<file path="config.mk">
export PLATFORM = sky130hd
export DESIGN_NAME = tpw_timer
export DESIGN_NICKNAME = d
export VERILOG_FILES = /design/src/tpw_pkg.sv /design/src/tpw_timer.sv
export SDC_FILE = /design/constraint.sdc
export NUM_CORES = 1
export LEC_CHECK = 0
export BUFFER_PORTS_ARGS = -buffer_cell sky130_fd_sc_hd__clkbuf_2
export CAP_MARGIN = 0
export CORE_MARGIN = 4
export CORE_UTILIZATION = 41
export CTS_CLUSTER_DIAMETER = 50
export DETAILED_ROUTE_END_ITERATION = 8
export PLACE_DENSITY_LB_ADDON = 0.2
export SLEW_MARGIN = 20
export SYNTH_ARGS = -nofsm -noshare
export SYNTH_HDL_FRONTEND = slang
export SYNTH_SLANG_ARGS = --single-unit
</file>
<file path="constraint.sdc">
create_clock -name ref_clk -period 3.65 [get_ports ref_clk]
set_clock_uncertainty 0.1 [all_clocks]
set_input_delay 0.5475 -clock ref_clk [delete_from_list [all_inputs] [get_ports ref_clk]]
set_output_delay 0.5475 -clock ref_clk [all_outputs]
set_load 0.1 [all_outputs]
</file>
<file path="src/tpw_pkg.sv">
// Constants shared by the timer with dead-time block.
// Assumes a 32-bit classic Wishbone bus with byte addresses.
package tpw_pkg;
    // ----------------------------------------
    // Register offsets
    // ----------------------------------------
    localparam logic [7:0] OFF_CTRL = 8'h00;
    localparam logic [7:0] OFF_FLAG = 8'h04;
    localparam logic [7:0] OFF_PER = 8'h08;
    localparam logic [7:0] OFF_CNT = 8'h0C;
    localparam logic [7:0] OFF_CC0 = 8'h10;
    localparam logic [7:0] CC_STEP = 8'h04;
    localparam logic [7:0] OFF_DT = 8'h20;
    localparam logic [7:0] OFF_PAT = 8'h24;
    localparam logic [7:0] OFF_FLT = 8'h28;
    localparam logic [7:0] OFF_CAP32 = 8'h2C;
    // ----------------------------------------
    // Control fields
    // ----------------------------------------
    localparam int CT_EN = 0;
    localparam int CT_PS = 1;
    localparam int CT_WM = 4;
    localparam int CT_SRC = 6;
    localparam int CT_DIRE = 8;
    localparam int CT_CAPE = 9;
    localparam int CT_BOTH = 13;
    localparam int CT_RST = 14;
    localparam int CT_HRE = 15;
    localparam int CT_HRS = 16;
    localparam int CT_AWU = 17;
    localparam int CT_PAT = 18;
    localparam int CT_CSEL = 19;
    localparam int CT_DSEL = 22;
    localparam int CT_CAS = 25;
    // ----------------------------------------
    // Other fields, modes, resets, timing
    // ----------------------------------------
    localparam int FL_OVF = 0;
    localparam int FL_ERR = 1;
    localparam int FL_CC = 2;
    localparam int FLT_ACK = 8;
    localparam int PAT_INV = 8;
    localparam logic [1:0] WM_NORM = 2'h0;
    localparam logic [1:0] WM_FREQ = 2'h1;
    localparam logic [1:0] WM_SS = 2'h2;
    localparam logic [1:0] WM_DS = 2'h3;
    localparam logic [1:0] SRC_CLK = 2'h0;
    localparam logic [1:0] SRC_EVT = 2'h1;
    localparam logic [1:0] SRC_EXT = 2'h2;
    localparam logic [31:0] CTRL_RST = 32'h0;
    localparam logic [15:0] PER_RST = 16'hFFFF;
    localparam logic [15:0] DT_RST = 16'h0;
    localparam logic [15:0] PAT_RST = 16'h0;
    localparam logic [1:0] HR_LAST = 2'h3;
    localparam int NC_LEN = 4;
endpackage

</file>
<file path="src/tpw_timer.sv">
// 16-bit timer with capture, PWM, resolution extender, dead time,
// pattern override and fault latch. Assumes ref_clk is the fast
// peripheral clock (four times the CPU clock) and events are synchronous.
// Summary of operation
// - 16-bit counter, clock, event or external source
// - Type one four channels, type two two
// - Programmable prescaler on counter clock
// - Period and compare buffered, loaded at update
// - Single slope, dual slope, frequency waveforms
// - Event capture through noise canceller
// - Cascaded capture yields 32-bit value
// - Event input controls count direction
// - Overflow, error, per-channel flags and events
// - DMA request on timer events
// - Extender counts on fast clock, four times
// - Extender works with all waveforms and dead time
// - Extender selectable within timer pair
// - Type one splits outputs into pairs
// - Low side plain, high side inverted, dead time
// - Buffered 8-bit dead times per edge, shared by channels
// - Override selected pins, optional pin inversion
// - Pattern bypasses dead time, drives channel A
// - Masked events trigger fault, outputs off
`timescale 1ns/1ps
module tpw_timer
    import tpw_pkg::*;
#(
    parameter bit TYPE_ONE = 1'b1,
    parameter bit PAIR_IDX = 1'b0
)
(
    input wire logic ref_clk,
    input wire logic rst_n,
    input wire logic wb_cyc_i,
    input wire logic wb_stb_i,
    input wire logic wb_we_i,
    input wire logic [7:0] wb_adr_i,
    input wire logic [3:0] wb_sel_i,
    input wire logic [31:0] wb_dat_i,
    output logic [31:0] wb_dat_o,
    output logic wb_ack_o,
    input wire logic [7:0] evtIn,
    input wire logic extIn,
    input wire logic [15:0] cascadeCnt,
    input wire logic [7:0] portVal,
    output logic [7:0] pinOut,
    output logic [3:0] waveOut,
    output logic evtOvf,
    output logic evtErr,
    output logic [3:0] evtCc,
    output logic dmaReq,
    output logic irqOut
);
    // ----------------------------------------
    // Bus slave
    // ----------------------------------------
    function automatic logic [31:0] selMask(input logic [3:0] s);
        logic [31:0] m;
        m = 32'h0;
        for (int i = 0; i < 4; i++)
        begin
            if (s[i])
                m[8*i+:8] = 8'hFF;
        end
        return m;
    endfunction

    logic [31:0] ctrlReg, rdData;
    logic [5:0] flagReg, flagNext;
    logic [15:0] perBufReg, perActReg, cntReg, cntNext;
    logic [15:0] dtBufReg, dtActReg, patBufReg, patActReg, capHiReg;
    logic [7:0] fltMaskReg, evPrevReg, preReg, pinNext;
    logic [1:0] divReg;
    logic dnReg, dnNext, wrap, faultReg, extPrevReg;
    wire [15:0] ccAct [0:3];
    wire [3:0] capEv, match, waveVec, lsVec, hsVec;

    wire busReq = wb_cyc_i & wb_stb_i & ~wb_ack_o;
    wire busWr = busReq & wb_we_i;
    wire [31:0] bm = selMask(wb_sel_i);
    wire [31:0] wd = wb_dat_i & bm;
    wire hCtrl = busWr && wb_adr_i == OFF_CTRL;
    wire hFlag = busWr && wb_adr_i == OFF_FLAG;
    wire hPer = busWr && wb_adr_i == OFF_PER;
    wire hCnt = busWr && wb_adr_i == OFF_CNT;
    wire hDt = busWr && wb_adr_i == OFF_DT;
    wire hPat = busWr && wb_adr_i == OFF_PAT;
    wire hFlt = busWr && wb_adr_i == OFF_FLT;
    wire isCc = wb_adr_i[7:4] == OFF_CC0[7:4];
    wire [1:0] ccIdx = wb_adr_i[3:2];

    always_comb
    begin
        case (wb_adr_i)
            OFF_CTRL: rdData = ctrlReg;
            OFF_FLAG: rdData = {26'h0, flagReg};
            OFF_PER: rdData = {16'h0, perBufReg};
            OFF_CNT: rdData = {16'h0, cntReg};
            OFF_DT: rdData = {16'h0, dtBufReg};
            OFF_PAT: rdData = {16'h0, patBufReg};
            OFF_FLT: rdData = {23'h0, faultReg, fltMaskReg};
            OFF_CAP32: rdData = {16'h0, capHiReg};
            default: rdData = isCc ? {16'h0, ccAct[ccIdx]} : 32'h0;
        endcase
    end

    // ----------------------------------------
    // Clock selection and prescaler
    // ----------------------------------------
    wire en = ctrlReg[CT_EN];
    wire hrOn = ctrlReg[CT_HRE] && ctrlReg[CT_HRS] == PAIR_IDX;
    // Without the extender only every fourth fast edge is a CPU tick
    wire baseTick = hrOn || divReg == HR_LAST;
    wire [2:0] psSel = ctrlReg[CT_PS+:3];
    wire [7:0] psMask = ~(8'hFF << psSel);
    wire preTick = baseTick && (preReg & psMask) == psMask;
    wire [7:0] evRise = evtIn & ~evPrevReg;
    wire [1:0] srcSel = ctrlReg[CT_SRC+:2];
    wire [2:0] cSel = ctrlReg[CT_CSEL+:3];
    wire [2:0] dSel = ctrlReg[CT_DSEL+:3];
    wire extRise = extIn & ~extPrevReg;
    wire tick = en && (srcSel == SRC_CLK ? preTick :
        srcSel == SRC_EVT ? evRise[cSel] : srcSel == SRC_EXT && extRise);

    // ----------------------------------------
    // Counter
    // ----------------------------------------
    wire [1:0] wm = ctrlReg[CT_WM+:2];
    wire dsMode = wm == WM_DS;
    wire [15:0] top = wm == WM_FREQ ? ccAct[0] : perActReg;
    wire downMode = ctrlReg[CT_DIRE] && evtIn[dSel] && !dsMode;
    wire restart = ctrlReg[CT_RST] && capEv[0];
    wire upd = wrap || !en;

    always_comb
    begin
        cntNext = cntReg;
        dnNext = dnReg;
        wrap = 1'b0;
        if (tick)
        begin
            if (dsMode && !dnReg)
            begin
                if (cntReg >= top)
                begin
                    dnNext = 1'b1;
                    cntNext = cntReg - 16'h1;
                end
                else
                    cntNext = cntReg + 16'h1;
            end
            else if (dsMode || downMode)
            begin
                if (cntReg == 16'h0)
                begin
                    wrap = 1'b1;
                    dnNext = 1'b0;
                    cntNext = dsMode ? 16'h1 : top;
                end
                else
                    cntNext = cntReg - 16'h1;
            end
            else if (cntReg >= top)
            begin
                wrap = 1'b1;
                cntNext = 16'h0;
            end
            else
                cntNext = cntReg + 16'h1;
        end
        if (restart)
            cntNext = 16'h0;
        if (hCnt)
            cntNext = (cntReg & ~bm[15:0]) | wd[15:0];
    end

    // ----------------------------------------
    // Flags and fault
    // ----------------------------------------
    wire [3:0] ccSet = match | capEv;
    wire errSet = |(capEv & flagReg[FL_CC+:4]);
    wire [5:0] flagClr = hFlag ? wd[5:0] : 6'h0;
    wire fltAck = hFlt && wd[FLT_ACK];
    wire fltHit = |(evtIn & fltMaskReg);
    wire faultNext = TYPE_ONE && (fltHit || (faultReg && !fltAck));
    wire awuOn = TYPE_ONE && ctrlReg[CT_AWU];
    wire patOn = TYPE_ONE && ctrlReg[CT_PAT];
    assign flagNext = (flagReg & ~flagClr) | {ccSet, errSet, wrap};

    always_ff @(posedge ref_clk or negedge rst_n)
    begin
        if (!rst_n)
        begin
            ctrlReg <= CTRL_RST;
            flagReg <= 6'h0;
            perBufReg <= PER_RST;
            perActReg <= PER_RST;
            dtBufReg <= DT_RST;
            dtActReg <= DT_RST;
            patBufReg <= PAT_RST;
            patActReg <= PAT_RST;
            fltMaskReg <= 8'h0;
            faultReg <= 1'b0;
            capHiReg <= 16'h0;
            cntReg <= 16'h0;
            dnReg <= 1'b0;
            divReg <= 2'h0;
            preReg <= 8'h0;
            evPrevReg <= 8'h0;
            extPrevReg <= 1'b0;
        end
        else
        begin
            if (hCtrl)
                ctrlReg <= (ctrlReg & ~bm) | wd;
            if (hPer)
                perBufReg <= (perBufReg & ~bm[15:0]) | wd[15:0];
            if (hDt)
                dtBufReg <= (dtBufReg & ~bm[15:0]) | wd[15:0];
            if (hPat)
                patBufReg <= (patBufReg & ~bm[15:0]) | wd[15:0];
            if (hFlt)
                fltMaskReg <= (fltMaskReg & ~bm[7:0]) | wd[7:0];
            if (upd)
            begin
                perActReg <= perBufReg;
                dtActReg <= dtBufReg;
                patActReg <= patBufReg;
            end
            if (capEv[0] && ctrlReg[CT_CAS])
                capHiReg <= cascadeCnt;
            flagReg <= flagNext;
            faultReg <= faultNext;
            cntReg <= cntNext;
            dnReg <= dnNext;
            divReg <= divReg + 2'h1;
            if (baseTick)
                preReg <= preReg + 8'h1;
            evPrevReg <= evtIn;
            extPrevReg <= extIn;
        end
    end

    // ----------------------------------------
    // Channels
    // ----------------------------------------
    for (genvar k = 0; k < 4; k++)
    begin : gCh
        localparam bit ON = TYPE_ONE || k < 2;
        logic [15:0] bufReg, actReg;
        logic [NC_LEN-1:0] shReg;
        logic [7:0] dtReg;
        logic filtReg, waveReg, prevReg, lsReg, hsReg;
        wire capMode = ON && ctrlReg[CT_CAPE+k];
        wire [2:0] inSel = cSel + 3'(k);
        // Level only changes after NC_LEN equal samples
        wire filtNext = &shReg ? 1'b1 : ~|shReg ? 1'b0 : filtReg;
        wire capHit = capMode && filtNext != filtReg && (filtNext || ctrlReg[CT_BOTH]);
        wire hitCc = ON && busWr && wb_adr_i == 8'(OFF_CC0 + CC_STEP * 8'(k));
        wire ramp = wm == WM_SS || wm == WM_DS;
        wire waveNext = !ON || capMode ? 1'b0 : ramp ? cntReg < actReg :
            wm == WM_FREQ && k == 0 ? waveReg ^ wrap : 1'b0;

        always_ff @(posedge ref_clk or negedge rst_n)
        begin
            if (!rst_n)
            begin
                bufReg <= 16'h0;
                actReg <= 16'h0;
                shReg <= '0;
                dtReg <= 8'h0;
                filtReg <= 1'b0;
                waveReg <= 1'b0;
                prevReg <= 1'b0;
                lsReg <= 1'b0;
                hsReg <= 1'b0;
            end
            else
            begin
                shReg <= {shReg[NC_LEN-2:0], evtIn[inSel]};
                filtReg <= filtNext;
                if (hitCc)
                    bufReg <= (bufReg & ~bm[15:0]) | wd[15:0];
                if (capHit)
                    actReg <= cntReg;
                else if (!capMode && upd)
                    actReg <= bufReg;
                waveReg <= waveNext;
                prevReg <= waveReg;
                // Both sides off while the dead time runs
                if (waveReg != prevReg)
                begin
                    lsReg <= 1'b0;
                    hsReg <= 1'b0;
                    dtReg <= waveReg ? dtActReg[7:0] : dtActReg[15:8];
                end
                else if (dtReg != 8'h0)
                    dtReg <= dtReg - 8'h1;
                else
                begin
                    lsReg <= prevReg;
                    hsReg <= ~prevReg;
                end
            end
        end
        assign ccAct[k] = actReg;
        assign capEv[k] = capHit;
        assign match[k] = ON && tick && !capMode && cntReg == actReg;
        assign waveVec[k] = waveReg;
        assign lsVec[k] = lsReg;
        assign hsVec[k] = hsReg;
    end

    // ----------------------------------------
    // Pin override
    // ----------------------------------------
    for (genvar i = 0; i < 8; i++)
    begin : gPin
        // Pattern mode skips dead time and fans out channel A
        wire drv = patOn ? waveVec[0] : i % 2 == 1 ? hsVec[i/2] : lsVec[i/2];
        wire own = (awuOn || patOn) && patActReg[i];
        assign pinNext[i] = (own ? drv & ~faultReg : portVal[i]) ^ patActReg[PAT_INV+i];
    end

    assign waveOut = waveVec;

    always_ff @(posedge ref_clk or negedge rst_n)
    begin
        if (!rst_n)
        begin
            wb_ack_o <= 1'b0;
            wb_dat_o <= 32'h0;
            pinOut <= 8'h0;
            evtOvf <= 1'b0;
            evtErr <= 1'b0;
            evtCc <= 4'h0;
            dmaReq <= 1'b0;
            irqOut <= 1'b0;
        end
        else
        begin
            wb_ack_o <= busReq;
            wb_dat_o <= busReq ? rdData : 32'h0;
            pinOut <= pinNext;
            evtOvf <= wrap;
            evtErr <= errSet;
            evtCc <= ccSet;
            dmaReq <= wrap || |ccSet;
            irqOut <= |flagNext;
        end
    end
endmodule
</file>
# Yosys cells after proc, flatten, opt, wreduce, memory -nomap -nowiden
# Cells that the tools add are included.
# totals
ff_bits,440
input_bits,82
# op_classes
n_addsub,11
n_lt_le_gt_ge,11
eq_ne,36
shifts,1
mux,113
n_bitwise,64
n_reduce_logical,100
# ops
op,count
16-bit 2-to-1 mux,21
32-bit one-hot mux with 8 select lines,1
16-bit bitwise AND,8
8-bit 2-to-1 mux,16
16-bit bitwise OR,8
1-bit 2-to-1 mux,66
32-bit bitwise AND,2
16-bit equality test,4
16-bit < comparator,4
1-bit logical AND,50
8-bit bitwise AND,4
16-bit binary-select mux with 2-bit select,1
"8-bit by 5-bit equality test with 1-bit output, second input constant",4
"8-bit by 6-bit equality test with 1-bit output, second input constant",4
32-bit 2-to-1 mux,1
32-bit inverter,1
32-bit bitwise OR,1
8-bit nonzero test,4
"8-bit by 1-bit subtractor with 8-bit output, second input constant",4
8-bit inverter,3
4-bit OR reduction,6
"3-bit by 4-bit < comparator with 1-bit output, second input constant",5
4-bit AND reduction,5
2-bit nonzero test,10
other kinds (39),103

# Longest topological paths before layout
# depth
word_depth,12
ltp_mapped,15

# Worst setup path after synthesis
# OpenSTA, ideal clock, no wires.
# synth_timing
path_type,reg-to-reg
from,register (tool-made name)
to,register patActReg[10]
setup_time_ns,0.125
t_arrival_ns,3.680
required_time_ns,3.425
setup_slack_ns,-0.254
stages_incl_launch_ff,16
path_buffers,5
cell_sequence,dfrtp_1 -> clkbuf_1 -> nand2b_1 -> clkbuf_1 -> buf_2 -> mux2i_1 -> ha_1 -> and3_1 -> a221o_1 -> a31oi_1 -> o21a_1 -> buf_2 -> o211ai_2 -> nand2_2 -> buf_2 -> mux2_2
# synth_rtl
item,line,source
to (signal assigned),tpw_timer.sv:228,patActReg <= patBufReg;
to (decl),tpw_timer.sv:71,"logic [15:0] dtBufReg, dtActReg, patBufReg, patActReg, capHiReg;"

==> qor.yml <==
peakVddDrop_mv: 0.3861
syn_inst: 2071
drc: 0
syn_nets: 2256
ys_warn_count: 0
r2r_slack_ns: 0.16
hp-class: "primary input to flop"
min_from: "evtIn[1]"
yosys.area_share.simple_pct: 11.83
nets: 2418
die_h_um: 245.9
layout-drive-gt1-share_pct: 28.07
ctsLongestPathBuffers: 3
seqCellArea_sq_um: 11030
ys.flop_type: "dfrtp_1"
seq_area_frac_synth_pct: 47.52
routabilityCongestion: 0.9394
holdWs_ns: 0.02258
cts-root-buf: "clkbuf_16"
end_kind: "flop"
cts_buffers: 56
cts_tree: "built"
final_common_cell: "dfrtp_1"
ys_ff_latch: 439
insertion_delay_ns: 0.64
p_leak_nw: 12.31
n_antenna_cell: 0
synthesis.area_sq_um: 23200
slew_viol_final: 0
cp.arrival_ns: 3.92
clkTransAtPathRegs_ns: 0.06
routed_wl_mm: 79.51
critical_path_class: "flop to flop"
drt_iter0_markers: 1773
top_level_ports: 135
synth_top_family_by_area: "multiplexers"
vias_per_cell: 5.983
synth_mux_area_share_pct: 15.55
most-common-layout-cells: "dfrtp_1 (407), mux2_2 (245), nand2_1 (148)"
area.growth.synth_to_final_pct: 16.60
r2r_cells: 13
startpoint_type: "flop"
cap_violations: 0
hpwlAfterDp_mm: 58.46
antenna_found_initial: 6
die-area_sq_um: 60460
grt_pass1_wl_mm: 118.7
vias: 18118
synth-edff-count: 0
netlist-cell-type-count: 90
setup_viol: 0
status: "finished, final reports clean"
fillers: 5061
powerDensity_nw_per_um2: 466.9
grt_max_degree: 96
antenna_left: 0
holdPathEnd: "evPrevReg[1]"
tightest_slew_ns: 1.135
multi_input_area_sq_um: 11350
die_w_um: 245.9
overflow: 0
finalCriticalPeriod_ns: 3.486
rsz0062_at_grt: "false"
r2r-end: "gCh[2].actReg[4]"
synth_compound_area_share_pct: 13.89
synthAdderAreaFrac_pct: 5.555
initial_core_util_pct: 41.79
clock.fmax_mhz: 286.9
cp.required_ns: 4.09
yosysTopAreaCell: "dfrtp_1"
placeableCoreArea_sq_um: 55520
grtUsageTotal_pct: 26.04
cts_sinks: 439
synth_top_cell_area_share_pct: 43.90
slew_headroom_pct: 24.07
synth_xor_area_share_pct: 1.963
first_pass_iters: 8
tns_ns: 0
wire_per_inst_um: 26.26
avgSynthCellArea_sq_um: 11.20
critPathMaxFanout: 17
whs_path_depth: 1
synthTopCellsByArea: "dfrtp_1 (44%), mux2_2 (12%), ha_1 (5.6%), dfstp_2 (3.6%), nand2_1 (2.4%)"
rows: 86
final_hold_viol_count: 0
port_buffers: 134
first_global_vias: 18344
synth-async-reset-ratio_pct: 100.0
cts_max_level: 2
timing.final.crit_share_pct: 95.51
[how the worst max path moves through the flow]
| stage | to | slack [ns] |
|---|---|---|
| floorplan | patActReg[10] | 0.08 |
| global placement | gCh[1].actReg[11] | 0.05 |
| detailed placement | gCh[0].actReg[13] | 0.04 |
| CTS | gCh[0].actReg[13] | 0.04 |
| global route | gCh[2].actReg[4] | 0.0004 |
| finish | gCh[2].actReg[4] | 0.16 |
[worst max-delay path, stage by stage (launching register included)]
cell and delay (ns):
dfrtp_1 0.38, nand2b_1 0.15, buf_12 0.20, mux2i_1 0.25, ha_1 0.27, a21o_1 0.18
a221o_1 0.33, a31oi_1 0.29, o21a_2 0.25, o211ai_2 0.11, buf_4 0.25, a31oi_2 0.26
buf_6 0.21, a221o_1 0.16
[where the power goes]
group | switching (mW) | leakage, nW | internal (mW)
sequential | 0.294 | 5.76 | 5.15
combinational | 0.945 | 5.62 | 0.662
clock | 2.27 | 0.931 | 3.30
total | 3.51 | 12.3 | 9.12
[through the flow]
step | area, sq um | total power [mW] | utilization [%] | worst slack (ns) | instances
floorplan | 23210 | 6.468 | - | 0.07835 | 2071
global placement | 25070 | 7.031 | 45.14 | 0.05422 | 2918
detailed placement | 25070 | 7.098 | 45.16 | 0.03681 | 2918
CTS | 27030 | 12.72 | 48.69 | 0.04380 | 3028
global route | 27050 | 13.17 | 48.72 | 0.0003801 | 3028
finish | 27050 | 12.63 | 48.72 | 0.1640 | 3028
[cell families after synthesis]
family                     Yosys count
and+or+nand+nor                    520
AOI/OAI and AO/OA                  441
DFF                                439
muxes                              302
buffers and inverters              214
adders and majority gates          103
xor gates and xnor gates            52
[per-layer routing]
layer  vias up  routed length [um]  track usage [%]
met5         -                  26                0
met4         4                2565            8.527
met3       159                5771            4.612
met2       687               36250            41.08
met1      9247               34900            36.56
li1       8021                   -                -
[cells in the mapped netlist, types with 50 or more instances]
library cell / number
a21oi_1: 89
mux2_2: 245
nor3_1: 50
inv_1: 94
nor2_1: 87
nand2_1: 148
clkbuf_1: 86
ha_1: 103
and2_1: 58
a221o_1: 50
dfrtp_1: 407
o21ai_0: 59
[cell type report]
cell class	count	share of cell area, %
multi-input combinational	1418	41.96
sequential	439	40.76
clock buffer	79	5.869
timing repair buffer	221	5.407
tap	748	3.460
inverter	97	1.346
clock inverter	26	1.198
[timing repair]
item                                    in CTS  in global routing
endpoints found under the hold margin       91                  0
resized for setup                            0                  5
buffers inserted                             0                  0
endpoints found under the setup margin       0                 54
hold buffers                                 5                  0
Note: power is estimated with default switching activity, not from simulation.
